===== src/shared/tvpu_regs.svh =====
// Vector numbers, field positions, reset values and timing counts of the trap vector unit
`ifndef TVPU_REGS_SVH
`define TVPU_REGS_SVH

`define TVPU_VEC_ILLEGAL      8'h00
`define TVPU_VEC_UNALIGNED    8'h01
`define TVPU_VEC_OUT_OF_RANGE 8'h02
`define TVPU_VEC_PROTECTION   8'h05
`define TVPU_VEC_UNSUP_PERIPH 8'h06
`define TVPU_VEC_USER_IMISS   8'h08
`define TVPU_VEC_USER_DMISS   8'h09
`define TVPU_VEC_SUPV_IMISS   8'h0a
`define TVPU_VEC_SUPV_DMISS   8'h0b
`define TVPU_VEC_TIMER        8'h0e
`define TVPU_VEC_TRACE        8'h0f
`define TVPU_VEC_EXT_LEVEL0   8'h10
`define TVPU_VEC_EXT_LEVEL2   8'h12
`define TVPU_VEC_INTERNAL     8'h13
`define TVPU_VEC_FP_EXCEPTION 8'h16
`define TVPU_VEC_EMUL_BASE    8'h18
`define TVPU_EMUL_OP_FIRST    8'hd8
`define TVPU_EMUL_OP_LAST     8'hdd
`define TVPU_VEC_ASSERT_MIN   8'h40
`define TVPU_VADDR_LSB        2
`define TVPU_VADDR_MSB        9
`define TVPU_IM_EXT2_BIT      1
`define TVPU_IM_ALL           2'h3
`define TVPU_RST_VECTOR       8'h00
`define TVPU_RST_ADDR         32'h0000_0000
`define TVPU_SYNC_STAGES      3

`endif


===== src/shared/tvpu_pkg.sv =====
// Types shared by the trap vector unit modules
package tvpu_pkg;

  // Request sources, highest priority first
  typedef enum logic [3:0] {
    SRC_NR_P1     = 4'b0000,
    SRC_UNALIGNED = 4'b0001,
    SRC_NR_P2     = 4'b0010,
    SRC_EXT0      = 4'b0011,
    SRC_EXT2      = 4'b0100,
    SRC_INTERNAL  = 4'b0101,
    SRC_TIMER     = 4'b0110,
    SRC_TRACE     = 4'b0111,
    SRC_IMISS     = 4'b1000,
    SRC_ILLEGAL   = 4'b1001,
    SRC_PROTECT   = 4'b1010
  } tvpu_src_t;

  localparam int unsigned TVPU_NUM_SRC = 11;

  // Whole state of the unit
  typedef struct packed {
    logic        valid;
    tvpu_src_t   src;
    logic [7:0]  vector;
    logic [31:0] vecAddr;
    logic [31:0] resumePc;
    logic        chanAll;
    logic        pcCurr;
    logic        spurious;
    logic        nrPend;
    logic        nrP1;
    logic [7:0]  nrVec;
    logic        nrChan;
    logic        timerPend;
    logic        tracePend;
  } tvpu_state_t;

endpackage : tvpu_pkg


===== src/design/tvpu_input_sync.sv =====
// Three-stage synchroniser for pin inputs, change taken when stages two and three agree
`timescale 1ns/1ps
`include "tvpu_regs.svh"
module tvpu_input_sync #(
  parameter int unsigned WIDTH = 2
) (
  // Clock and reset
  input  wire logic             mclk,
  input  wire logic             resetn,
  // Pin side and clean side
  input  wire logic [WIDTH-1:0] pinIn,
  output logic      [WIDTH-1:0] syncOut
);

  // Per-bit stages and filtered output
  for (genvar i = 0; i < WIDTH; i++) begin : g_bit
    logic [`TVPU_SYNC_STAGES-1:0] stage_reg;
    logic                         out_reg;
    always_ff @(posedge mclk or negedge resetn) begin
      if (!resetn) begin
        stage_reg <= '0;
        out_reg   <= 1'b0;
      end else begin
        stage_reg <= {stage_reg[`TVPU_SYNC_STAGES-2:0], pinIn[i]};
        if (stage_reg[1] == stage_reg[2]) begin
          out_reg <= stage_reg[2];
        end
      end
    end
    assign syncOut[i] = out_reg;
  end

endmodule : tvpu_input_sync


===== src/design/tvpu_priority_pick.sv =====
// Fixed priority picker: lowest index wins
`timescale 1ns/1ps
module tvpu_priority_pick #(
  parameter int unsigned NUM = 11,
  parameter int unsigned IDXW = 4
) (
  // Requests, index 0 highest
  input  wire logic [NUM-1:0]  req,
  // Winner
  output logic                 any,
  output logic [IDXW-1:0]      idx
);

  logic [NUM:0]   higher;
  logic [NUM-1:0] grant;

  // Grant chain, one stage per source
  assign higher[0] = 1'b0;
  for (genvar i = 0; i < NUM; i++) begin : g_chain
    assign grant[i]    = req[i] & ~higher[i];
    assign higher[i+1] = higher[i] | req[i];
  end

  // Encode the one-hot grant
  always_comb begin
    idx = '0;
    for (int i = 0; i < NUM; i++) begin
      if (grant[i]) begin
        idx = IDXW'(i);
      end
    end
  end

  assign any = higher[NUM];

endmodule : tvpu_priority_pick


===== src/design/tvpu_trap_vector_unit.sv =====
// Trap and interrupt vector selection, priority and resumption counter
`timescale 1ns/1ps
`include "tvpu_regs.svh"
module tvpu_trap_vector_unit
  import tvpu_pkg::*;
(
  // Clock and reset
  input  wire logic        mclk,
  input  wire logic        resetn,
  // External request pins
  input  wire logic        extRequestLevel0,
  input  wire logic        extRequestLevel2,
  // Same-clock interrupt sources
  input  wire logic        internalRequest,
  input  wire logic        timerEvent,
  input  wire logic        timerClear,
  input  wire logic        traceEvent,
  input  wire logic        traceClear,
  // Pipeline trap pulses (non-regenerable)
  input  wire logic        dataMapMiss,
  input  wire logic        unsupportedPeriphAccess,
  input  wire logic        outOfRange,
  input  wire logic        emulOpValid,
  input  wire logic [7:0]  emulOpcode,
  input  wire logic        emulationTrapInstruction,
  input  wire logic [7:0]  emulationTrapVector,
  // Pipeline trap levels (regenerated)
  input  wire logic        unalignedAccess,
  input  wire logic        instMapMiss,
  input  wire logic        illegalOpcode,
  input  wire logic        protectionViolation,
  // Processor control bits
  input  wire logic        trapOnUnalignedEnable,
  input  wire logic        disableAllExceptions,
  input  wire logic        disableInterrupts,
  input  wire logic [1:0]  interruptMask,
  input  wire logic        supervisorMode,
  input  wire logic [31:0] vectorAreaBase,
  // Program counters
  input  wire logic [31:0] currentPc,
  input  wire logic [31:0] followingPc,
  // Exception handshake
  input  wire logic        exceptTaken,
  output logic             exceptValid,
  output logic [7:0]       exceptVector,
  output logic [31:0]      vectorAddress,
  output logic [31:0]      resumptionProgramCounter,
  output logic             channelUpdateAll,
  output logic             resumeAtCurrent,
  // Pending bits
  output logic             timerPending,
  output logic             traceRequestPending
);

  tvpu_state_t state_reg;
  tvpu_state_t state_next;

  logic [1:0]              extSync;
  logic [TVPU_NUM_SRC-1:0] req;
  logic                    reqAny;
  logic [3:0]              reqIdx;
  logic                    took;
  logic                    emulOk;
  logic                    assertOk;
  logic                    extLineNow;

  // Pin requests into the clock domain
  tvpu_input_sync #(
    .WIDTH (2)
  ) u_sync (
    .mclk    (mclk),
    .resetn  (resetn),
    .pinIn   ({extRequestLevel2, extRequestLevel0}),
    .syncOut (extSync)
  );

  // Qualified requests, index is priority order
  always_comb begin
    req                = '0;
    req[SRC_NR_P1]     = state_reg.nrPend & state_reg.nrP1;
    req[SRC_UNALIGNED] = unalignedAccess & trapOnUnalignedEnable;
    req[SRC_NR_P2]     = state_reg.nrPend & ~state_reg.nrP1;
    req[SRC_EXT0]      = extSync[0] & ~disableInterrupts;
    req[SRC_EXT2]      = extSync[1] & ~disableInterrupts
                         & interruptMask[`TVPU_IM_EXT2_BIT];
    req[SRC_INTERNAL]  = internalRequest & ~disableInterrupts
                         & (interruptMask == `TVPU_IM_ALL);
    req[SRC_TIMER]     = state_reg.timerPend;
    req[SRC_TRACE]     = state_reg.tracePend;
    req[SRC_IMISS]     = instMapMiss;
    req[SRC_ILLEGAL]   = illegalOpcode;
    req[SRC_PROTECT]   = protectionViolation;
    if (disableAllExceptions) begin
      req = '0;
    end
  end

  // One winner per cycle
  tvpu_priority_pick #(
    .NUM  (TVPU_NUM_SRC),
    .IDXW (4)
  ) u_pick (
    .req (req),
    .any (reqAny),
    .idx (reqIdx)
  );

  // Decoded trap qualifiers
  assign took     = state_reg.valid & exceptTaken;
  assign emulOk   = emulOpValid && emulOpcode >= `TVPU_EMUL_OP_FIRST
                    && emulOpcode <= `TVPU_EMUL_OP_LAST;
  assign assertOk = emulationTrapInstruction
                    && emulationTrapVector >= `TVPU_VEC_ASSERT_MIN;
  assign extLineNow = (state_reg.src == SRC_EXT0) ? extSync[0] : extSync[1];

  // Next state
  always_comb begin
    state_next = state_reg;
    // Pending timer and trace, set wins over clear
    state_next.timerPend = timerEvent | (state_reg.timerPend & ~(timerClear
                           | (took & state_reg.src == SRC_TIMER)));
    state_next.tracePend = traceEvent | (state_reg.tracePend & ~(traceClear
                           | (took & state_reg.src == SRC_TRACE)));
    if (took && (state_reg.src == SRC_NR_P1 || state_reg.src == SRC_NR_P2)) begin
      state_next.nrPend = 1'b0;
    end
    // Catch a non-regenerable trap; they never coincide
    if (!state_next.nrPend) begin
      if (dataMapMiss) begin
        state_next.nrPend = 1'b1;
        state_next.nrP1   = 1'b1;
        state_next.nrChan = 1'b1;
        state_next.nrVec  = supervisorMode ? `TVPU_VEC_SUPV_DMISS
                                           : `TVPU_VEC_USER_DMISS;
      end else if (unsupportedPeriphAccess) begin
        state_next.nrPend = 1'b1;
        state_next.nrP1   = 1'b1;
        state_next.nrChan = 1'b1;
        state_next.nrVec  = `TVPU_VEC_UNSUP_PERIPH;
      end else if (outOfRange) begin
        state_next.nrPend = 1'b1;
        state_next.nrP1   = 1'b0;
        state_next.nrChan = 1'b0;
        state_next.nrVec  = `TVPU_VEC_OUT_OF_RANGE;
      end else if (emulOk) begin
        state_next.nrPend = 1'b1;
        state_next.nrP1   = 1'b0;
        state_next.nrChan = 1'b0;
        state_next.nrVec  = `TVPU_VEC_EMUL_BASE
                            + (emulOpcode - `TVPU_EMUL_OP_FIRST);
      end else if (assertOk) begin
        state_next.nrPend = 1'b1;
        state_next.nrP1   = 1'b0;
        state_next.nrChan = 1'b0;
        state_next.nrVec  = emulationTrapVector;
      end
    end
    // Presented exception
    if (took) begin
      state_next.valid    = 1'b0;
      state_next.spurious = 1'b0;
    end else if (state_reg.valid && state_reg.spurious) begin
      state_next.valid = 1'b1;
    end else if (state_reg.valid && (state_reg.src == SRC_EXT0
                 || state_reg.src == SRC_EXT2) && !extLineNow) begin
      // Request withdrawn before it was taken
      state_next.spurious = 1'b1;
      state_next.vector   = `TVPU_VEC_ILLEGAL;
      state_next.vecAddr  = {vectorAreaBase[31:`TVPU_VADDR_MSB+1],
                             `TVPU_VEC_ILLEGAL,
                             vectorAreaBase[`TVPU_VADDR_LSB-1:0]};
    end else begin
      state_next.valid   = reqAny;
      state_next.src     = tvpu_src_t'(reqIdx);
      state_next.chanAll = 1'b0;
      state_next.pcCurr  = 1'b0;
      state_next.resumePc = followingPc;
      unique case (tvpu_src_t'(reqIdx))
        SRC_NR_P1, SRC_NR_P2: begin
          state_next.vector  = state_reg.nrVec;
          state_next.chanAll = state_reg.nrChan;
        end
        SRC_UNALIGNED: begin
          state_next.vector  = `TVPU_VEC_UNALIGNED;
          state_next.chanAll = 1'b1;
        end
        SRC_EXT0: state_next.vector = `TVPU_VEC_EXT_LEVEL0;
        SRC_EXT2: state_next.vector = `TVPU_VEC_EXT_LEVEL2;
        SRC_INTERNAL: state_next.vector = `TVPU_VEC_INTERNAL;
        SRC_TIMER: state_next.vector = `TVPU_VEC_TIMER;
        SRC_TRACE: state_next.vector = `TVPU_VEC_TRACE;
        SRC_IMISS: begin
          state_next.vector = supervisorMode ? `TVPU_VEC_SUPV_IMISS
                                             : `TVPU_VEC_USER_IMISS;
          state_next.pcCurr = 1'b1;
        end
        SRC_ILLEGAL: begin
          state_next.vector = `TVPU_VEC_ILLEGAL;
          state_next.pcCurr = 1'b1;
        end
        SRC_PROTECT: begin
          state_next.vector = `TVPU_VEC_PROTECTION;
          state_next.pcCurr = 1'b1;
        end
        default: state_next.vector = `TVPU_VEC_ILLEGAL;
      endcase
      // Async: first instruction not executed; Curr category: faulting one
      if (state_next.pcCurr || (reqIdx >= 4'(SRC_EXT0) && reqIdx <= 4'(SRC_TRACE))) begin
        state_next.resumePc = currentPc;
      end
      state_next.vecAddr = {vectorAreaBase[31:`TVPU_VADDR_MSB+1], state_next.vector,
                            vectorAreaBase[`TVPU_VADDR_LSB-1:0]};
    end
  end

  // State register; reset drops any trap caught meanwhile
  always_ff @(posedge mclk or negedge resetn) begin
    if (!resetn) begin
      state_reg          <= '0;
      state_reg.vector   <= `TVPU_RST_VECTOR;
      state_reg.vecAddr  <= `TVPU_RST_ADDR;
      state_reg.resumePc <= `TVPU_RST_ADDR;
    end else begin
      state_reg <= state_next;
    end
  end

  // Outputs
  assign exceptValid              = state_reg.valid;
  assign exceptVector             = state_reg.vector;
  assign vectorAddress            = state_reg.vecAddr;
  assign resumptionProgramCounter = state_reg.resumePc;
  assign channelUpdateAll         = state_reg.chanAll;
  assign resumeAtCurrent          = state_reg.pcCurr;
  assign timerPending             = state_reg.timerPend;
  assign traceRequestPending      = state_reg.tracePend;

  // Checks
  no_fp_vector_a: assert property (@(posedge mclk) disable iff (!resetn)
    exceptValid |-> exceptVector != `TVPU_VEC_FP_EXCEPTION)
    else $error("vector 22 raised by hardware");

  vec_addr_form_a: assert property (@(posedge mclk) disable iff (!resetn)
    $rose(exceptValid) |-> vectorAddress[9:2] == exceptVector
      && vectorAddress[31:10] == $past(vectorAreaBase[31:10]))
    else $error("vector address malformed");

  take_drop_a: assert property (@(posedge mclk) disable iff (!resetn)
    exceptValid && exceptTaken |=> !exceptValid)
    else $error("exception still shown after take");

  da_block_a: assert property (@(posedge mclk) disable iff (!resetn)
    disableAllExceptions && !exceptValid |=> !exceptValid)
    else $error("exception raised while all disabled");

  timer_hold_a: assert property (@(posedge mclk) disable iff (!resetn)
    timerEvent || (timerPending && !timerClear && !(exceptValid && exceptTaken
      && exceptVector == `TVPU_VEC_TIMER)) |=> timerPending)
    else $error("timer pending lost before taken or cleared");

  timer_clear_a: assert property (@(posedge mclk) disable iff (!resetn)
    timerClear && !timerEvent |=> !timerPending)
    else $error("timer pending survived a clear");

  trace_hold_a: assert property (@(posedge mclk) disable iff (!resetn)
    traceEvent || (traceRequestPending && !traceClear && !(exceptValid && exceptTaken
      && exceptVector == `TVPU_VEC_TRACE)) |=> traceRequestPending)
    else $error("trace pending lost before taken or cleared");

  trace_clear_a: assert property (@(posedge mclk) disable iff (!resetn)
    traceClear && !traceEvent |=> !traceRequestPending)
    else $error("trace pending survived a clear");

  unaligned_gate_a: assert property (@(posedge mclk) disable iff (!resetn)
    $rose(exceptValid) && exceptVector == `TVPU_VEC_UNALIGNED
      |-> $past(trapOnUnalignedEnable))
    else $error("unaligned trap while disabled");

  imiss_curr_a: assert property (@(posedge mclk) disable iff (!resetn)
    $rose(exceptValid) && state_reg.src == SRC_IMISS
      |-> resumeAtCurrent && !channelUpdateAll
        && resumptionProgramCounter == $past(currentPc))
    else $error("instruction miss resume wrong");

  dmiss_next_a: assert property (@(posedge mclk) disable iff (!resetn)
    !state_reg.nrPend && !exceptValid && dataMapMiss && !disableAllExceptions
      ##1 !disableAllExceptions && !exceptTaken
      |-> ##1 exceptValid && channelUpdateAll && !resumeAtCurrent)
    else $error("data miss not presented at priority one");

  ext_withdraw_a: assert property (@(posedge mclk) disable iff (!resetn)
    exceptValid && !exceptTaken && exceptVector == `TVPU_VEC_EXT_LEVEL0
      && !extSync[0] |=> exceptValid && exceptVector == `TVPU_VEC_ILLEGAL)
    else $error("withdrawn request not turned to vector 0");

  emul_vec_a: assert property (@(posedge mclk) disable iff (!resetn)
    !state_reg.nrPend && emulOpValid && emulOpcode == `TVPU_EMUL_OP_FIRST
      && !dataMapMiss && !unsupportedPeriphAccess && !outOfRange
      |=> state_reg.nrPend && state_reg.nrVec == `TVPU_VEC_EMUL_BASE)
    else $error("emulated opcode vector wrong");

  ext2_mask_a: assert property (@(posedge mclk) disable iff (!resetn)
    $rose(exceptValid) && exceptVector == `TVPU_VEC_EXT_LEVEL2
      |-> $past(interruptMask[`TVPU_IM_EXT2_BIT]) && !$past(disableInterrupts))
    else $error("level two request taken while masked");

  internal_mask_a: assert property (@(posedge mclk) disable iff (!resetn)
    $rose(exceptValid) && exceptVector == `TVPU_VEC_INTERNAL
      |-> $past(interruptMask) == `TVPU_IM_ALL && !$past(disableInterrupts))
    else $error("internal request taken while masked");

  async_resume_a: assert property (@(posedge mclk) disable iff (!resetn)
    $rose(exceptValid) && exceptVector inside {`TVPU_VEC_TIMER, `TVPU_VEC_TRACE,
      `TVPU_VEC_EXT_LEVEL0, `TVPU_VEC_EXT_LEVEL2, `TVPU_VEC_INTERNAL}
      |-> resumptionProgramCounter == $past(currentPc) && !resumeAtCurrent)
    else $error("async resume address wrong");

endmodule : tvpu_trap_vector_unit


===== config.mk =====
export PLATFORM = sky130hd
export DESIGN_NAME = tvpu_trap_vector_unit
export DESIGN_NICKNAME = d
export VERILOG_FILES = /design/src/shared/tvpu_pkg.sv /design/src/design/tvpu_input_sync.sv /design/src/design/tvpu_priority_pick.sv /design/src/design/tvpu_trap_vector_unit.sv
export VERILOG_INCLUDE_DIRS = /design/src /design/src/shared
export SDC_FILE = /design/constraint.sdc
export NUM_CORES = 1
export LEC_CHECK = 0
export ABC_AREA = 1
export BUFFER_PORTS_ARGS = -buffer_cell sky130_fd_sc_hd__buf_4
export CAP_MARGIN = 10
export CELL_PAD_IN_SITES_DETAIL_PLACEMENT = 1
export CELL_PAD_IN_SITES_GLOBAL_PLACEMENT = 2
export CORE_ASPECT_RATIO = 1.1
export CORE_MARGIN = 3
export CORE_UTILIZATION = 26
export CTS_BUF_LIST = sky130_fd_sc_hd__clkbuf_16
export CTS_CLUSTER_DIAMETER = 150
export DETAILED_ROUTE_END_ITERATION = 8
export HOLD_SLACK_MARGIN = 0.03
export PLACE_DENSITY_LB_ADDON = 0.1
export SLEW_MARGIN = 20
export SYNTH_ARGS = -nofsm -noshare
export SYNTH_HDL_FRONTEND = slang
export SYNTH_HIERARCHICAL = 1
export SYNTH_SLANG_ARGS = --single-unit
export TNS_END_PERCENT = 30

===== constraint.sdc =====
create_clock -name mclk -period 2.65 [get_ports mclk]
set_clock_uncertainty 0.15 [all_clocks]
set_input_delay 0.265 -clock mclk [delete_from_list [all_inputs] [get_ports mclk]]
set_output_delay 0.265 -clock mclk [all_outputs]
set_load 0.005 [all_outputs]

### Word level (Yosys, flattened, before mapping)

Index checks and enable logic that the tools add are counted.

| storage, ports and cells | value |
|---|---|
| input port bits | 137 |
| bits in registers | 101 |
| output and inout port bits | 77 |
| logic and storage cells | 157 |

| operators by class | value |
|---|---|
| equality and inequality tests | 20 |
| add/subtract/negate cells | 2 |
| bitwise logic cells | 55 |
| mux-type cells | 35 |
| reduce and logical (&&, ||, !) cells | 22 |
| magnitude comparators | 5 |

Operators with widths:

| cell | count |
|---|---|
| $mux W11 | 7 |
| $pmux W8 S9 | 1 |
| $mux W40 | 1 |
| $mux W4 | 9 |
| $mux W32 | 1 |
| $eq A4 B3 Y1 const B | 7 |
| $and A1 B1 Y1 | 23 |
| $not A1 Y1 | 18 |
| $eq A4 B2 Y1 const B | 4 |
| $or A1 B1 Y1 | 14 |
| $eq A4 B4 Y1 const B | 3 |
| $mux W1 | 12 |
| $add A5 B8 Y8 const A | 1 |
| $ge A8 B7 Y1 const B | 1 |
| $ge A8 B8 Y1 const B | 1 |
| $le A8 B8 Y1 const B | 1 |
| $logic_and A1 B1 Y1 | 8 |
| $logic_not A4 Y1 | 2 |
| $sub A8 B8 Y8 const B | 1 |
| $reduce_and A2 Y1 | 3 |
| $mux W5 | 1 |
| $reduce_bool A5 Y1 | 1 |
| $eq A4 B1 Y1 const B | 1 |
| $ge A4 B2 Y1 const B | 1 |
| other kinds (13) | 17 |

### Logic depth before layout (Yosys ltp)

Gate-level depths: netlist of run 1.

| logic depth | value |
|---|---|
| depth after elaboration | 24 |
| mapped depth | 19 |
| depth with buffers taken out | 17 |

### By module

The synthesis of run 1 kept the hierarchy.

Modules (own cells, without submodules):

| module | area each (sq um) | cells each | instances |
|---|---|---|---|
| tvpu_trap_vector_unit | 4855.9 | 662 | 1 |
| tvpu_input_sync | 247.7 | 18 | 1 |
| tvpu_priority_pick | 202.7 | 29 | 1 |

### Least setup slack after synthesis of run 1

Ideal clock, no wire load.

| path | value |
|---|---|
| kind | input -> register |
| from | input disableAllExceptions |
| to | register state_reg, in the netlist resumptionProgramCounter[10] |
| library setup time | 0.066 ns |
| data required time | 2.434 ns |
| data arrival time | 2.159 ns |
| stages on the path | 19 |
| slack | 0.275 ns |
| cell sequence | clkbuf_1 nor3b_1 nor2_2 nand2_2 nor2_4 nand4_4 nor2_4 nand3_2 nand2_1 buf_2 nand2_1 nand2_1 nand2_2 nand2_2 buf_4 nand2_1 nand2_1 nand3_1 nand2_1 |

| on the way | value |
|---|---|
| elaborated cells between the ends (all ways) | 53 |
| classes of those cells | order compare: 2; eq/ne: 3; mux: 16; bitwise: 29; reduce/logical: 3 |

RTL lines:

| what | line | text |
|---|---|---|
| start, declared | tvpu_trap_vector_unit.sv:34 | `input wire logic disableAllExceptions,` |
| $mux W11 (*) | tvpu_trap_vector_unit.sv:93 | `if (disableAllExceptions) begin` |
| net req[3] | tvpu_trap_vector_unit.sv:59 | `logic [TVPU_NUM_SRC-1:0] req;` |
| $or A1 B1 Y1 | tvpu_priority_pick.sv:21 | `assign higher[i+1] = higher[i] \| req[i];` |
| $not A1 Y1 or $or A1 B1 Y1 (tied branches) | tvpu_priority_pick.sv:20, tvpu_priority_pick.sv:21 |  |
| $and A1 B1 Y1 (tied with other cells) | tvpu_priority_pick.sv:20 | `assign grant[i] = req[i] & ~higher[i];` |
| $mux W4 (tied with other cells) (5 in series) | tvpu_priority_pick.sv:28 | `if (grant[i]) begin` |
| $mux W4 or $and A1 B1 Y1 (tied branches) | tvpu_priority_pick.sv:28, tvpu_priority_pick.sv:20 |  |
| $mux W4 (*) | tvpu_priority_pick.sv:28 |  |
| net reqIdx[1] | tvpu_trap_vector_unit.sv:61 | `logic [3:0] reqIdx;` |
| $eq A4 B4 Y1 | tvpu_trap_vector_unit.sv:178 | `unique case (tvpu_src_t'(reqIdx))` |
| $reduce_or A3 Y1 (no line) | n/a |  |
| $mux W1 | tvpu_trap_vector_unit.sv:178 |  |
| $mux W1 | tvpu_trap_vector_unit.sv:164 | `end else if (state_reg.valid && (state_reg.src == SRC_EXT0` |
| $mux W1 | tvpu_trap_vector_unit.sv:162 | `end else if (state_reg.valid && state_reg.spurious) begin` |
| $mux W1 | tvpu_trap_vector_unit.sv:159 | `if (took) begin` |
| $logic_or A1 B1 Y1 (*) | tvpu_trap_vector_unit.sv:208 | `if (state_next.pcCurr \|\| (reqIdx >= 4'(SRC_EXT0) && reqIdx <= 4'(SRC_TRACE))) begin` |
| $mux W32 (*) | tvpu_trap_vector_unit.sv:208 |  |
| end signal, assigned | tvpu_trap_vector_unit.sv:224 | `state_reg <= state_next;` |
| end, declared | tvpu_trap_vector_unit.sv:55 | `tvpu_state_t state_reg;` |

The timed path passes the listed nets; every way through them passes the cells marked *. The select of a mux whose other input is x is not followed.
A chain may end at the register's enable or synchronous reset.

### Final worst setup path of run 1

| path | value |
|---|---|
| from | register u_sync.g_bit[0].out_reg |
| to | register state_reg, in the netlist resumptionProgramCounter[26] |

| on the way | value |
|---|---|
| word-level cells in the longest chain between the ends | 20 |
| elaborated cells between the ends (all ways) | 50 |
| classes of those cells | order compare: 2; eq/ne: 3; mux: 15; bitwise: 24; reduce/logical: 6 |

Ends and longest elaborated chain:

| what | line | text |
|---|---|---|
| start, declared | tvpu_input_sync.sv:18 | `logic out_reg;` |
| start signal, assigned | tvpu_input_sync.sv:26 | `out_reg <= stage_reg[2];` |
| $and A1 B1 Y1 (*) | tvpu_trap_vector_unit.sv:83 | `req[SRC_EXT0] = extSync[0] & ~disableInterrupts;` |
| $mux W11 (*) | tvpu_trap_vector_unit.sv:93 |  |
| net req[3] | tvpu_trap_vector_unit.sv:59 |  |
| $or A1 B1 Y1 | tvpu_priority_pick.sv:21 |  |
| $not A1 Y1 or $or A1 B1 Y1 (tied branches) | tvpu_priority_pick.sv:20, tvpu_priority_pick.sv:21 |  |
| $and A1 B1 Y1 (tied with other cells) | tvpu_priority_pick.sv:20 |  |
| $mux W4 (tied with other cells) (5 in series) | tvpu_priority_pick.sv:28 |  |
| $mux W4 or $and A1 B1 Y1 (tied branches) | tvpu_priority_pick.sv:28, tvpu_priority_pick.sv:20 |  |
| [... 1 more ...] | n/a |  |
| net reqIdx[3] | tvpu_trap_vector_unit.sv:61 |  |
| $eq A4 B4 Y1 | tvpu_trap_vector_unit.sv:178 |  |
| $reduce_or A3 Y1 (no line) | n/a |  |
| $mux W1 | tvpu_trap_vector_unit.sv:178 |  |
| $mux W1 | tvpu_trap_vector_unit.sv:164 |  |
| $mux W1 | tvpu_trap_vector_unit.sv:162 |  |
| $mux W1 | tvpu_trap_vector_unit.sv:159 |  |
| $logic_or A1 B1 Y1 (*) | tvpu_trap_vector_unit.sv:208 |  |
| $mux W32 (*) | tvpu_trap_vector_unit.sv:208 |  |

Marked as above.

==> results.md, run 1 <==
- CTS Buf Count: 9
- Relative slew slack: 31.21%
- Clock buffer depth: 2
- Number of flip-flops in the largest register: 32
- CP startpoint: u_sync/g_bit[0].out_reg
- Worst r2r src: u_sync/g_bit[0].out_reg
- Reg2reg end: resumptionProgramCounter[26]
- Clk_lat worst skew: 340 ps
- CP endpoint kind: register
- Worst EP arrival: between 2000 and 3000 ps
- Setup bufs post-CTS: 0
- Synth Register Bits: 92
- Hold path startpoint: unsupportedPeriphAccess
- Cell Rows: 54
- DRC viols: 0
- Synth Instances: roughly 710
- HP Class: input port to register
- Slowest stage cell, crit path: dfrtp_1
- Drt first pass iters: 4
- Syn_area_per_cell: 7.484 um2
- Max frequency: between 400 and 500 MHz
- Non-Filler Instances: 1125
- Stages on the worst setup path: 14
- Layout cell share with drive strength beyond 1: 30.58%
- Synth top area cells: dfrtp_1 43%, nand2_1 21%, buf_4 11%
- Clock sink total: 92
- Max Cap Viol: 0
- LEAKAGE: 3.920 nW
- Initial Util: 26.62%
- End of the critical path: resumptionProgramCounter[26]
- Final period util: between 90 and 100%
- Core Footprint: between 15000 and 20000 um2
- Synth cell types: 34
- Cells after DPL: 1079
- Critical Path RT: 2780 ps
- RSZ-0062 raised after global routing: true
- YS warnings: 6
- Number of global-route vias before repair: between 5000 and 6000
- Synth Net Count: 847
- Initial antenna violation count: 0
- First-pass GRT wire length: 26590 um
- Register-to-Register Path Depth: 14
- Mux cell area share after synthesis: 0%
- Global Route Usage Sum: 14.84%
- Cell Pwr Density: 870.5 nW/um2
- IO buf count: 205
- Synth Area in Adders: 0.2358%
- Die Wd: 142.2 um
- Max-slew violations: 0
- Largest net degree at the start of global routing: 60
- Total routed wirelength: 16440 um
- Routed Antenna Nets: 0
- Largest family of logic cells by synthesized area: simple AND/OR/NAND/NOR gates
- Final RePlAce weighted congestion: 0.7941
- Min Tclk post-route: 2406 ps
- TNS Setup: 0 ps
- Maximum fanout along the worst path: 16
- Synth area leader: dfrtp_1
- CP startpoint kind: register
- Final net count: 1006
- Synth Area in Simple Gates: 36.34%
- Die Height: 155.8 um
- Via density: 4.392
- Synth Area in XOR/XNOR: 0%
- Post-synthesis sequential area ratio: 43.39%
- Final setup viols: 0
- CP dominant cell by count: nand2_1
- Initial DRC Count: 154
- VDD IR max: 0.3135 mV
- Area delta synth->final: 36.15%
- Worst R2R Setup Slack: 240 ps
- CTS tree: built
- Ant diodes: 0
- Top Ports: 214
- Full die area: roughly 22000 um2
- H-Tree Depth: 3
- Post-detail-place hpwl: 12460 um
- Top cell type's share of synthesized area: 43.39%
- Status: complete, no violations
- Drt wl/cell: 14.61 um
- CTS Root Cell: clkbuf_16
- Crit path cell chain: nor3b_2, nor2_2, nand2_2, nor2_4, nand4_4, a31oi_1, buf_4, nand3_2, nand2_4, buf_12, nand2_1, nand2_1, nand3_1, nand2_1
- WP buf/inv: 2
- Worst-Margin Slew: 1031 ps
- Critical path class: register to register
- Synthesized area: 5306 um2
- Grt ovf: 0
- CP delay by family, top: simple AND/OR/NAND/NOR gates
- Fin. Hold Viols: 0
- Vias: 4941
- Worst path max stage delay: 400 ps
- Worst-path clk slew: 70 ps
- Synth Area in Compound Gates: 2.641%
[stage by stage]
stage	util, %	power (mW)	hold WS, ps	worst slack (ps)	cell area, um2
CTS	36.00	6.398	30.71	131.6	7176
floorplan	-	4.216	-180.6	275.2	5306
finish	36.25	6.289	46.28	243.8	7224
global route	36.25	6.846	51.31	9.535	7224
global placement	33.08	5.007	184.9	133.1	6594
detailed placement	33.08	5.078	190.2	96.77	6594
[per-layer routing]
| metal | routed length [um] | vias up | global-route usage, % |
|---|---|---|---|
| met4 | 146 | 0 | 3.473 |
| li1 | - | 2465 | - |
| met5 | 0 | - | 0 |
| met3 | 731 | 8 | 2.698 |
| met2 | 8559 | 115 | 27.21 |
| met1 | 6998 | 2353 | 17.95 |
[worst reg2reg max path, delay by kind of cell (launching register included)]
| family | cells | cell delay (ps) |
|---|---|---|
| AOI/OAI and AO/OA | 1 | 160 |
| DFF | 1 | 400 |
| buffers and inverters | 2 | 320 |
| and+or+nand+nor | 11 | 1310 |
[cell families after synthesis]
family | count (synthesis)
buffers and inverters | 145
AO/OA/AOI/OAI | 25
flip-flops | 92
adder cells (fa/ha/maj) | 1
AND/OR/NAND/NOR | 446
[placed cells by master, fill, tap and decap left out, types with 3 or more instances in the layout]
cell             n
nand2_2          5
o21ai_0          7
nand4_1          5
nand2_1        290
a21oi_1          9
clkinvlp_4       3
clkbuf_16        9
nor2_4           4
nand3b_1         6
nand3_1         92
inv_1           35
buf_6            4
nor3_1           3
o21ai_1          3
dlygate4sd3_1   30
nor2_1          27
buf_4          217
dfrtp_1         92
nand3_2          4
buf_12           3
[layout make-up]
class                   count  area, um2
multi-input cells         472       2117
inverters                  39      173.9
clock inverters             7      56.30
repair buffers            254       2034
flip-flops and latches     92       2302
fillers                  2435      12710
clock buffers               9      225.2
well taps                 252      315.3
[how the worst min path moves through the flow]
stage,to,cells past startpoint
after floorplan,channelUpdateAll,0
after global placement,u_sync/g_bit[0].stage_reg[1],0
after detailed placement,u_sync/g_bit[1].stage_reg[1],0
after CTS,state_reg[5],4
after global routing,state_reg[5],4
final,state_reg[11],3
[power breakdown]
group,internal [mW],switching [mW],total [mW]
clock,0.648,0.594,1.24
combinational,1.32,1.52,2.84
sequential,1.89,0.313,2.20
total,3.86,2.43,6.29
[cells in the mapped netlist]
master	number
nor2_2	2
inv_2	2
a21oi_2	1
a31oi_1	1
buf_1	2
inv_1	35
nand3_1	92
or2_2	1
nand4_4	1
o22ai_1	1
nor2_1	27
bufinv_8	2
nor3_1	4
nand3_2	4
nor2_4	4
nand4_1	5
nand2_1	294
buf_2	11
o21ai_1	3
a41oi_1	1
dfrtp_1	92
ha_1	1
nand3b_1	6
nor3b_1	1
a21oi_1	9
buf_6	6
a21o_1	1
buf_4	78
clkbuf_1	9
nor4b_1	1
nand2_2	3
o21ai_0	7
o21bai_1	1
nor4_1	1
[timing repair]
action,in CTS,in global routing
hold endpoints to repair,85,0
endpoints found under the setup margin,0,38
resized for setup,0,12
hold buffers,30,0
Note: power is estimated with default switching activity, not from simulation.
==> run 2: changes to the inputs <==
--- a/config.mk
+++ b/config.mk
@@ -13,12 +13,13 @@
 export CELL_PAD_IN_SITES_GLOBAL_PLACEMENT = 2
 export CORE_ASPECT_RATIO = 1.1
 export CORE_MARGIN = 3
-export CORE_UTILIZATION = 26
-export CTS_BUF_LIST = sky130_fd_sc_hd__clkbuf_16
+export CORE_UTILIZATION = 27
+export CTS_BUF_LIST = sky130_fd_sc_hd__clkbuf_4 sky130_fd_sc_hd__clkbuf_8
 export CTS_CLUSTER_DIAMETER = 150
 export DETAILED_ROUTE_END_ITERATION = 8
 export HOLD_SLACK_MARGIN = 0.03
 export PLACE_DENSITY_LB_ADDON = 0.1
+export SKIP_CTS_REPAIR_TIMING = 1
 export SLEW_MARGIN = 20
 export SYNTH_ARGS = -nofsm -noshare
 export SYNTH_HDL_FRONTEND = slang
==> run 2 against run 1 <==
Against the previous run:
- total power fell by 4.0%
- final cell count rose by 0.18%
- sequential power barely moved
- fmax fell by 2.9%
- wire length rose by 0.13%
- global-route usage fell by 0.35 points
- critical path depth rose by 3
==> results.md, run 2 (same netlist as run 1, synthesis figures left out) <==
- Register-to-Register Path Depth: 17 (was 14)
- Initial DRC Count: 119 (was 154)
- M2 GR Usage: 25.03% (was 27.21%)
- Status: complete, no violations (unchanged)
- Core Footprint: 19230 um2 (was 19930 um2)
- Layout cell share with drive strength beyond 1: 30.80% (was 30.58%)
- Top Ports: 214 (unchanged)
- Maximum fanout along the worst path: 8 (was 16)
- Max Cap Viol: 0 (unchanged)
- DRC viols: 0 (unchanged)
- Via density: 4.423 (was 4.392)
- Cells after DPL: 1072 (was 1079)
- GRT busiest layer: met2 (unchanged)
- TNS Setup: 0 ps (unchanged)
- Relative slew slack: 36.25% (was 31.21%)
- Number of global-route vias before repair: 5019 (was 5231)
- Max-slew violations: 0 (unchanged)
- HP Class: input port to register (unchanged)
- Die Wd: 139.7 um (was 142.2 um)
- Max frequency: 403.5 MHz (was 415.6 MHz)
- Drt wl/cell: 14.60 um (was 14.61 um)
- Critical Path RT: 2810 ps (was 2780 ps)
- Met3 GRT Util: 2.753% (was 2.698%)
- Area delta synth->final: 35.82% (was 36.15%)
- Critical path class: register to register (unchanged)
- Largest net degree at the start of global routing: 72 (was 60)
- Final net count: 1013 (was 1006)
- Cell Rows: 53 (was 54)
- Die Height: 153.0 um (was 155.8 um)
- Number of flip-flops in the largest register: 32 (unchanged)
- Drt first pass iters: 4 (unchanged)
- CP endpoint kind: register (unchanged)
- Non-Filler Instances: 1127 (was 1125)
- Met1 Use GR: 18.22% (was 17.95%)
- Cell Pwr Density: 838.1 nW/um2 (was 870.5 nW/um2)
- Final core area utilization: 37.48% (was 36.25%)
- First-pass GRT wire length: 25300 um (was 26590 um)
- Worst EP arrival: 2640 ps (was 2540 ps)
- CTS Buf Count: 9 (unchanged)
- Clock sink total: 92 (unchanged)
- Vias: 4985 (was 4941)
- H-Tree Depth: 3 (unchanged)
- CP startpoint kind: register (unchanged)
- IO buf count: 205 (unchanged)
- CTS tree: built (unchanged)
- Initial Util: 27.59% (was 26.62%)
- Initial antenna violation count: 0 (unchanged)
- Hold_ws: 24.02 ps (was 46.28 ps)
- Grt ovf: 0 (unchanged)
- Clk_lat worst skew: 370 ps (was 340 ps)
- Total routed wirelength: 16460 um (was 16440 um)
- Final setup viols: 0 (unchanged)
- Hold Path Depth: 3 (unchanged)
- Global Route Usage Sum: 14.49% (was 14.84%)
- Ant diodes: 0 (unchanged)
- Most frequent cells in the layout: 291 x nand2_1, 220 x buf_4, 92 x nand3_1, 92 x dfrtp_1 (was 290 x nand2_1, 217 x buf_4, 92 x nand3_1, 92 x dfrtp_1, 35 x inv_1)
- LEAKAGE: 3.912 nW (was 3.920 nW)
- Worst-Margin Slew: 950.3 ps (was 1031 ps)
- Routed Antenna Nets: 0 (unchanged)
- Fillers: 2388 (was 2435)
- Min Tclk post-route: 2478 ps (was 2406 ps)
- Total power: 6.040 mW (was 6.289 mW)
- CTS Root Cell: clkbuf_8 (was clkbuf_16)
- Worst-path clk slew: 100 ps (was 70 ps)
- Final RePlAce weighted congestion: 0.7675 (was 0.7941)
- Post-detail-place hpwl: 12000 um (was 12460 um)
- Full die area: 21370 um2 (was 22160 um2)
- Final period util: 93.52% (was 90.80%)
- VDD IR max: 0.2499 mV (was 0.3135 mV)
- Fin. Hold Viols: 0 (unchanged)
- Leading cell type in the layout, fill and taps excluded: nand2_1 (unchanged)
- Clock buffer depth: 2 (unchanged)
run 2: cell count changes in the layout (fill, tap and decap cells not counted), sizes merged:
cell         before  now
clkinv            1    3
inv              40   38
dlygate4sd3      30   33
buf             224  226
clkbuf            9   11
run 2: layout make-up:
type	count	area (um2)	share of cell area, %
Clock buffer	9	123.9	1.719
Clock inverter	7	50.05	0.6944
Inverter	39	173.9	2.413
Multi-Input combinational cell	472	2113	29.32
Sequential cell	92	2302	31.94
Tap cell	247	309.0	4.288
Timing Repair Buffer	261	2135	29.62
run 2: layer usage:
metal | share of wire, % | vias to the layer above
met2 | 50 | 128
met4 | 1.3 | 0
met5 | 0 | -
met3 | 4.6 | 12
met1 | 44 | 2359
li1 | - | 2486
run 2: stage by stage:
stage                     worst slack, ps  cell area, um2
after floorplan                     275.2            5306
after global placement              155.3            6585
after detailed placement            63.83            6585
after CTS                           150.8            6759
after global routing               -7.482            7207
final                               171.8            7207
run 2: path summary, 6_finish.rpt:
path                                                    from                      endpoint  slack (ps)
min in group asynchronous                             resetn  resumptionProgramCounter[15]         300
worst max register to register       u_sync/g_bit[0].out_reg  resumptionProgramCounter[26]         170
worst min register to register  u_sync/g_bit[0].stage_reg[0]  u_sync/g_bit[0].stage_reg[1]         210
worst min-delay path                 unsupportedPeriphAccess                 state_reg[11]          20
max in group asynchronous                             resetn  resumptionProgramCounter[30]        1400
worst max-delay path                 u_sync/g_bit[0].out_reg  resumptionProgramCounter[26]         170
run 2: where the power goes:
group	switching [mW]	internal, mW	total (mW)
Sequential	0.313	1.89	2.20
Combinational	1.57	1.39	2.96
Clock	0.536	0.344	0.880
Total	2.42	3.62	6.04
run 2: critical path, stage by stage (launching register included):
cell and delay (ps):
dfrtp_1 410, nor3b_2 180, nor2_2 120, nand2_2 90, nor2_4 170, nand4_4 130, nor2_4 150, nand3_2 70
nand2_1 110, nand2_2 80, nand2_2 90, nand2_4 70, nand2_4 140, clkbuf_16 180, nand2_1 50, nand2_1 70
nand3_1 80, nand2_1 80
==> run 3: changes to the inputs <==
--- a/config.mk
+++ b/config.mk
@@ -10,17 +10,17 @@
 export BUFFER_PORTS_ARGS = -buffer_cell sky130_fd_sc_hd__buf_4
 export CAP_MARGIN = 10
 export CELL_PAD_IN_SITES_DETAIL_PLACEMENT = 1
-export CELL_PAD_IN_SITES_GLOBAL_PLACEMENT = 2
+export CELL_PAD_IN_SITES_GLOBAL_PLACEMENT = 1
 export CORE_ASPECT_RATIO = 1.1
 export CORE_MARGIN = 3
-export CORE_UTILIZATION = 27
+export CORE_UTILIZATION = 35
 export CTS_BUF_LIST = sky130_fd_sc_hd__clkbuf_4 sky130_fd_sc_hd__clkbuf_8
 export CTS_CLUSTER_DIAMETER = 150
 export DETAILED_ROUTE_END_ITERATION = 8
 export HOLD_SLACK_MARGIN = 0.03
 export PLACE_DENSITY_LB_ADDON = 0.1
 export SKIP_CTS_REPAIR_TIMING = 1
-export SLEW_MARGIN = 20
+export SLEW_MARGIN = 15
 export SYNTH_ARGS = -nofsm -noshare
 export SYNTH_HDL_FRONTEND = slang
 export SYNTH_HIERARCHICAL = 1
==> run 3 against run 2 <==
Against the previous run:
- flip-flop and latch count unchanged
- sequential share of layout area up 0.44 points
- worst setup slack worse by 2.2 ps
- cell area down 1.4%
- final cell count down 5.1%
- via count up 1.9%
- sequential power about the same
- critical endpoint is now resumptionProgramCounter[29]
- largest cell class unchanged
==> results.md, run 3 (same netlist as run 1, synthesis figures left out) <==
- NetSw: 2.435 mW (was 2.420 mW)
- Final net count: 1010 (was 1013)
- CTS tree: built (unchanged)
- H-Tree Depth: 3 (unchanged)
- Sequential cell fraction of total power: 36.3% (was 36.4%)
- Initial DRC Count: 196 (was 119)
- CTS Root Cell: clkbuf_8 (unchanged)
- Area of the multi-input gates: 2138 um2 (was 2113 um2)
- Grt ovf: 0 (unchanged)
- Worst path max stage delay: 410 ps (about the same)
- DRC viols: 0 (unchanged)
- Final period util: 93.60% (was 93.52%)
- Critical path class: register to register (unchanged)
- Initial antenna violation count: 0 (unchanged)
- Worst-path clk slew: 100 ps (about the same)
- Crit path cell chain: nor3b_2, nor2_2, nand2_2, nor2_4, nand4_4, nor2_4, nand2_1, nand3_2, nand2_2, nand3_4, nand2_4, buf_12, nand2_1, nand2_1, nand3_1, nand2_1 (was nor3b_2, nor2_2, nand2_2, nor2_4, nand4_4, nor2_4, nand3_2, nand2_1, nand2_2, nand2_2, nand2_4, nand2_4, clkbuf_16, nand2_1, nand2_1, nand3_1, nand2_1)
- Die Height: 135.1 um (was 153.0 um)
- Min Tclk post-route: 2480 ps (was 2478 ps)
- Total routed wirelength: 16670 um (was 16460 um)
- Global Route Usage Sum: 18.98% (was 14.49%)
- Final RePlAce weighted congestion: 0.8102 (was 0.7675)
- Clock sink total: 92 (unchanged)
- Most frequent cells in the layout: 290 x nand2_1, 223 x buf_4, 92 x nand3_1, 92 x dfrtp_1, 33 x inv_1 (was 291 x nand2_1, 220 x buf_4, 92 x nand3_1, 92 x dfrtp_1)
- Core Footprint: 14620 um2 (was 19230 um2)
- Max frequency: 403.2 MHz (was 403.5 MHz)
- Relative slew slack: 32.46% (was 36.25%)
- VDD IR max: 0.2842 mV (was 0.2499 mV)
- Clk_lat worst skew: 380 ps (was 370 ps)
- Placed cell area: 6526 um2 (was 6585 um2)
- Status: complete, no violations (unchanged)
- Routed Antenna Nets: 0 (unchanged)
- Combinational power share: 47.6% (was 49.0%)
- First-pass GRT wire length: 25170 um (was 25300 um)
- Max-slew violations: 0 (unchanged)
- Full die area: 16680 um2 (was 21370 um2)
- Number of flip-flops in the largest register: 32 (unchanged)
- LEAKAGE: 3.901 nW (was 3.912 nW)
- Ant diodes: 0 (unchanged)
- HP Class: input port to register (unchanged)
- Fillers: 1838 (was 2388)
- IO buf count: 205 (unchanged)
- Sw frac: 40.03% (was 40.07%)
- Final setup viols: 0 (unchanged)
- Die Wd: 123.4 um (was 139.7 um)
- Cell Pwr Density: 855.9 nW/um2 (was 838.1 nW/um2)
- CP endpoint kind: register (unchanged)
- Via density: 4.752 (was 4.423)
- Fin. Hold Viols: 0 (unchanged)
- Cell Rows: 46 (was 53)
- Largest net degree at the start of global routing: 53 (was 72)
- Post-detail-place hpwl: 12170 um (was 12000 um)
- TNS Setup: 0 ps (unchanged)
- Clock buffer depth: 2 (unchanged)
- Final instance area: 7108 um2 (was 7207 um2)
- CP dominant cell by count: nand2_1 (unchanged)
- Drt wl/cell: 15.59 um (was 14.60 um)
- Layout cell share with drive strength beyond 1: 31.13% (was 30.80%)
- Critical Path RT: 2780 ps (was 2810 ps)
- Worst-Margin Slew: 1012 ps (was 950.3 ps)
- Maximum fanout along the worst path: 16 (was 8)
- Max Cap Viol: 0 (unchanged)
- Number of global-route vias before repair: 5139 (was 5019)
- Final worst slack: 169.6 ps (was 171.8 ps)
- Drt first pass iters: 5 (was 4)
- Pre-CTS setup slack: -118.7 ps (was 63.83 ps)
- Vias: 5080 (was 4985)
- Top Ports: 214 (unchanged)
- Pint: 3.649 mW (was 3.620 mW)
- Initial Util: 36.30% (was 27.59%)
- CP startpoint kind: register (unchanged)
- Worst EP arrival: 2610 ps (was 2640 ps)
- CTS Buf Count: 9 (unchanged)
- Area delta synth->final: 33.95% (was 35.82%)
- Leading cell type in the layout, fill and taps excluded: nand2_1 (unchanged)
- Sequential cell area: 2302 um2 (unchanged)
- Total power: 6.084 mW (was 6.040 mW)
- Slowest stage cell, crit path: dfrtp_1 (unchanged)
- Clk pwr share: 16.1% (was 14.6%)
-- run 3: changes by cell type in the layout (fill, tap and decap cells not counted), moves of 2 or more --
| cell | change |
|---|---|
| buf_4 | +3 |
| clkinvlp_4 | -2 |
| dlygate4sd3_1 | -2 |
| clkbuf_16 | -2 |
-- run 3: final timing paths --
kind | start | endpoint | slack, ps | depth (start not counted)
worst max-delay path | u_sync/g_bit[0].out_reg | resumptionProgramCounter[29] | 170 | 16
max in group asynchronous | resetn | resumptionProgramCounter[12] | 1350 | 3
worst min register to register | u_sync/g_bit[0].stage_reg[0] | u_sync/g_bit[0].stage_reg[1] | 210 | 0
worst min-delay path | unsupportedPeriphAccess | state_reg[11] | 9 | 3
worst max register to register | u_sync/g_bit[0].out_reg | resumptionProgramCounter[29] | 170 | 16
min in group asynchronous | resetn | resumptionProgramCounter[22] | 250 | 2
-- run 3: routing by layer --
metal	GRT usage [%]	vias up	routed length, um	part of all wire [%]
met5	0	-	0	0
met4	7.015	0	344	2.1
met3	2.757	27	855	5.1
met2	33.48	156	8520	51
met1	23.35	2425	6947	42
li1	-	2472	-	-
-- run 3: power by group through the flow --
stage | logic, mW | clock network (mW) | registers (mW)
final | 2.90 | 0.981 | 2.21
after global routing | 3.25 | 1.07 | 2.27
after CTS | 2.83 | 1.02 | 2.21
after detailed placement | 2.82 | 0 | 2.23
after global placement | 2.72 | 0 | 2.20
after floorplan | 2.08 | 0 | 2.13
-- run 3: cell type report --
class,count,area share (%)
Tap cell,192,3.380
Clock buffer,9,1.743
Inverter,39,2.447
Multi-Input combinational cell,472,30.08
Clock inverter,7,1.039
Sequential cell,92,32.39
Timing Repair Buffer,258,28.92
-- run 3: critical path: cells and delay by family (launching register included) --
kind	cells	cell delay, ps
flip-flops	1	410
buffers and inverters	1	160
AND/OR/NAND/NOR	15	1670
-- run 3: metrics by stage --
step           utilization, %  hold slack (ps)  instances
6_report                48.62            8.559       1069
5_1_grt                 48.62            40.33       1069
4_1_cts                 45.99           -290.9       1036
3_5_place_dp            44.64            139.4       1020
3_3_place_gp            44.64            134.6       1020
2_1_floorplan               -           -180.6        709
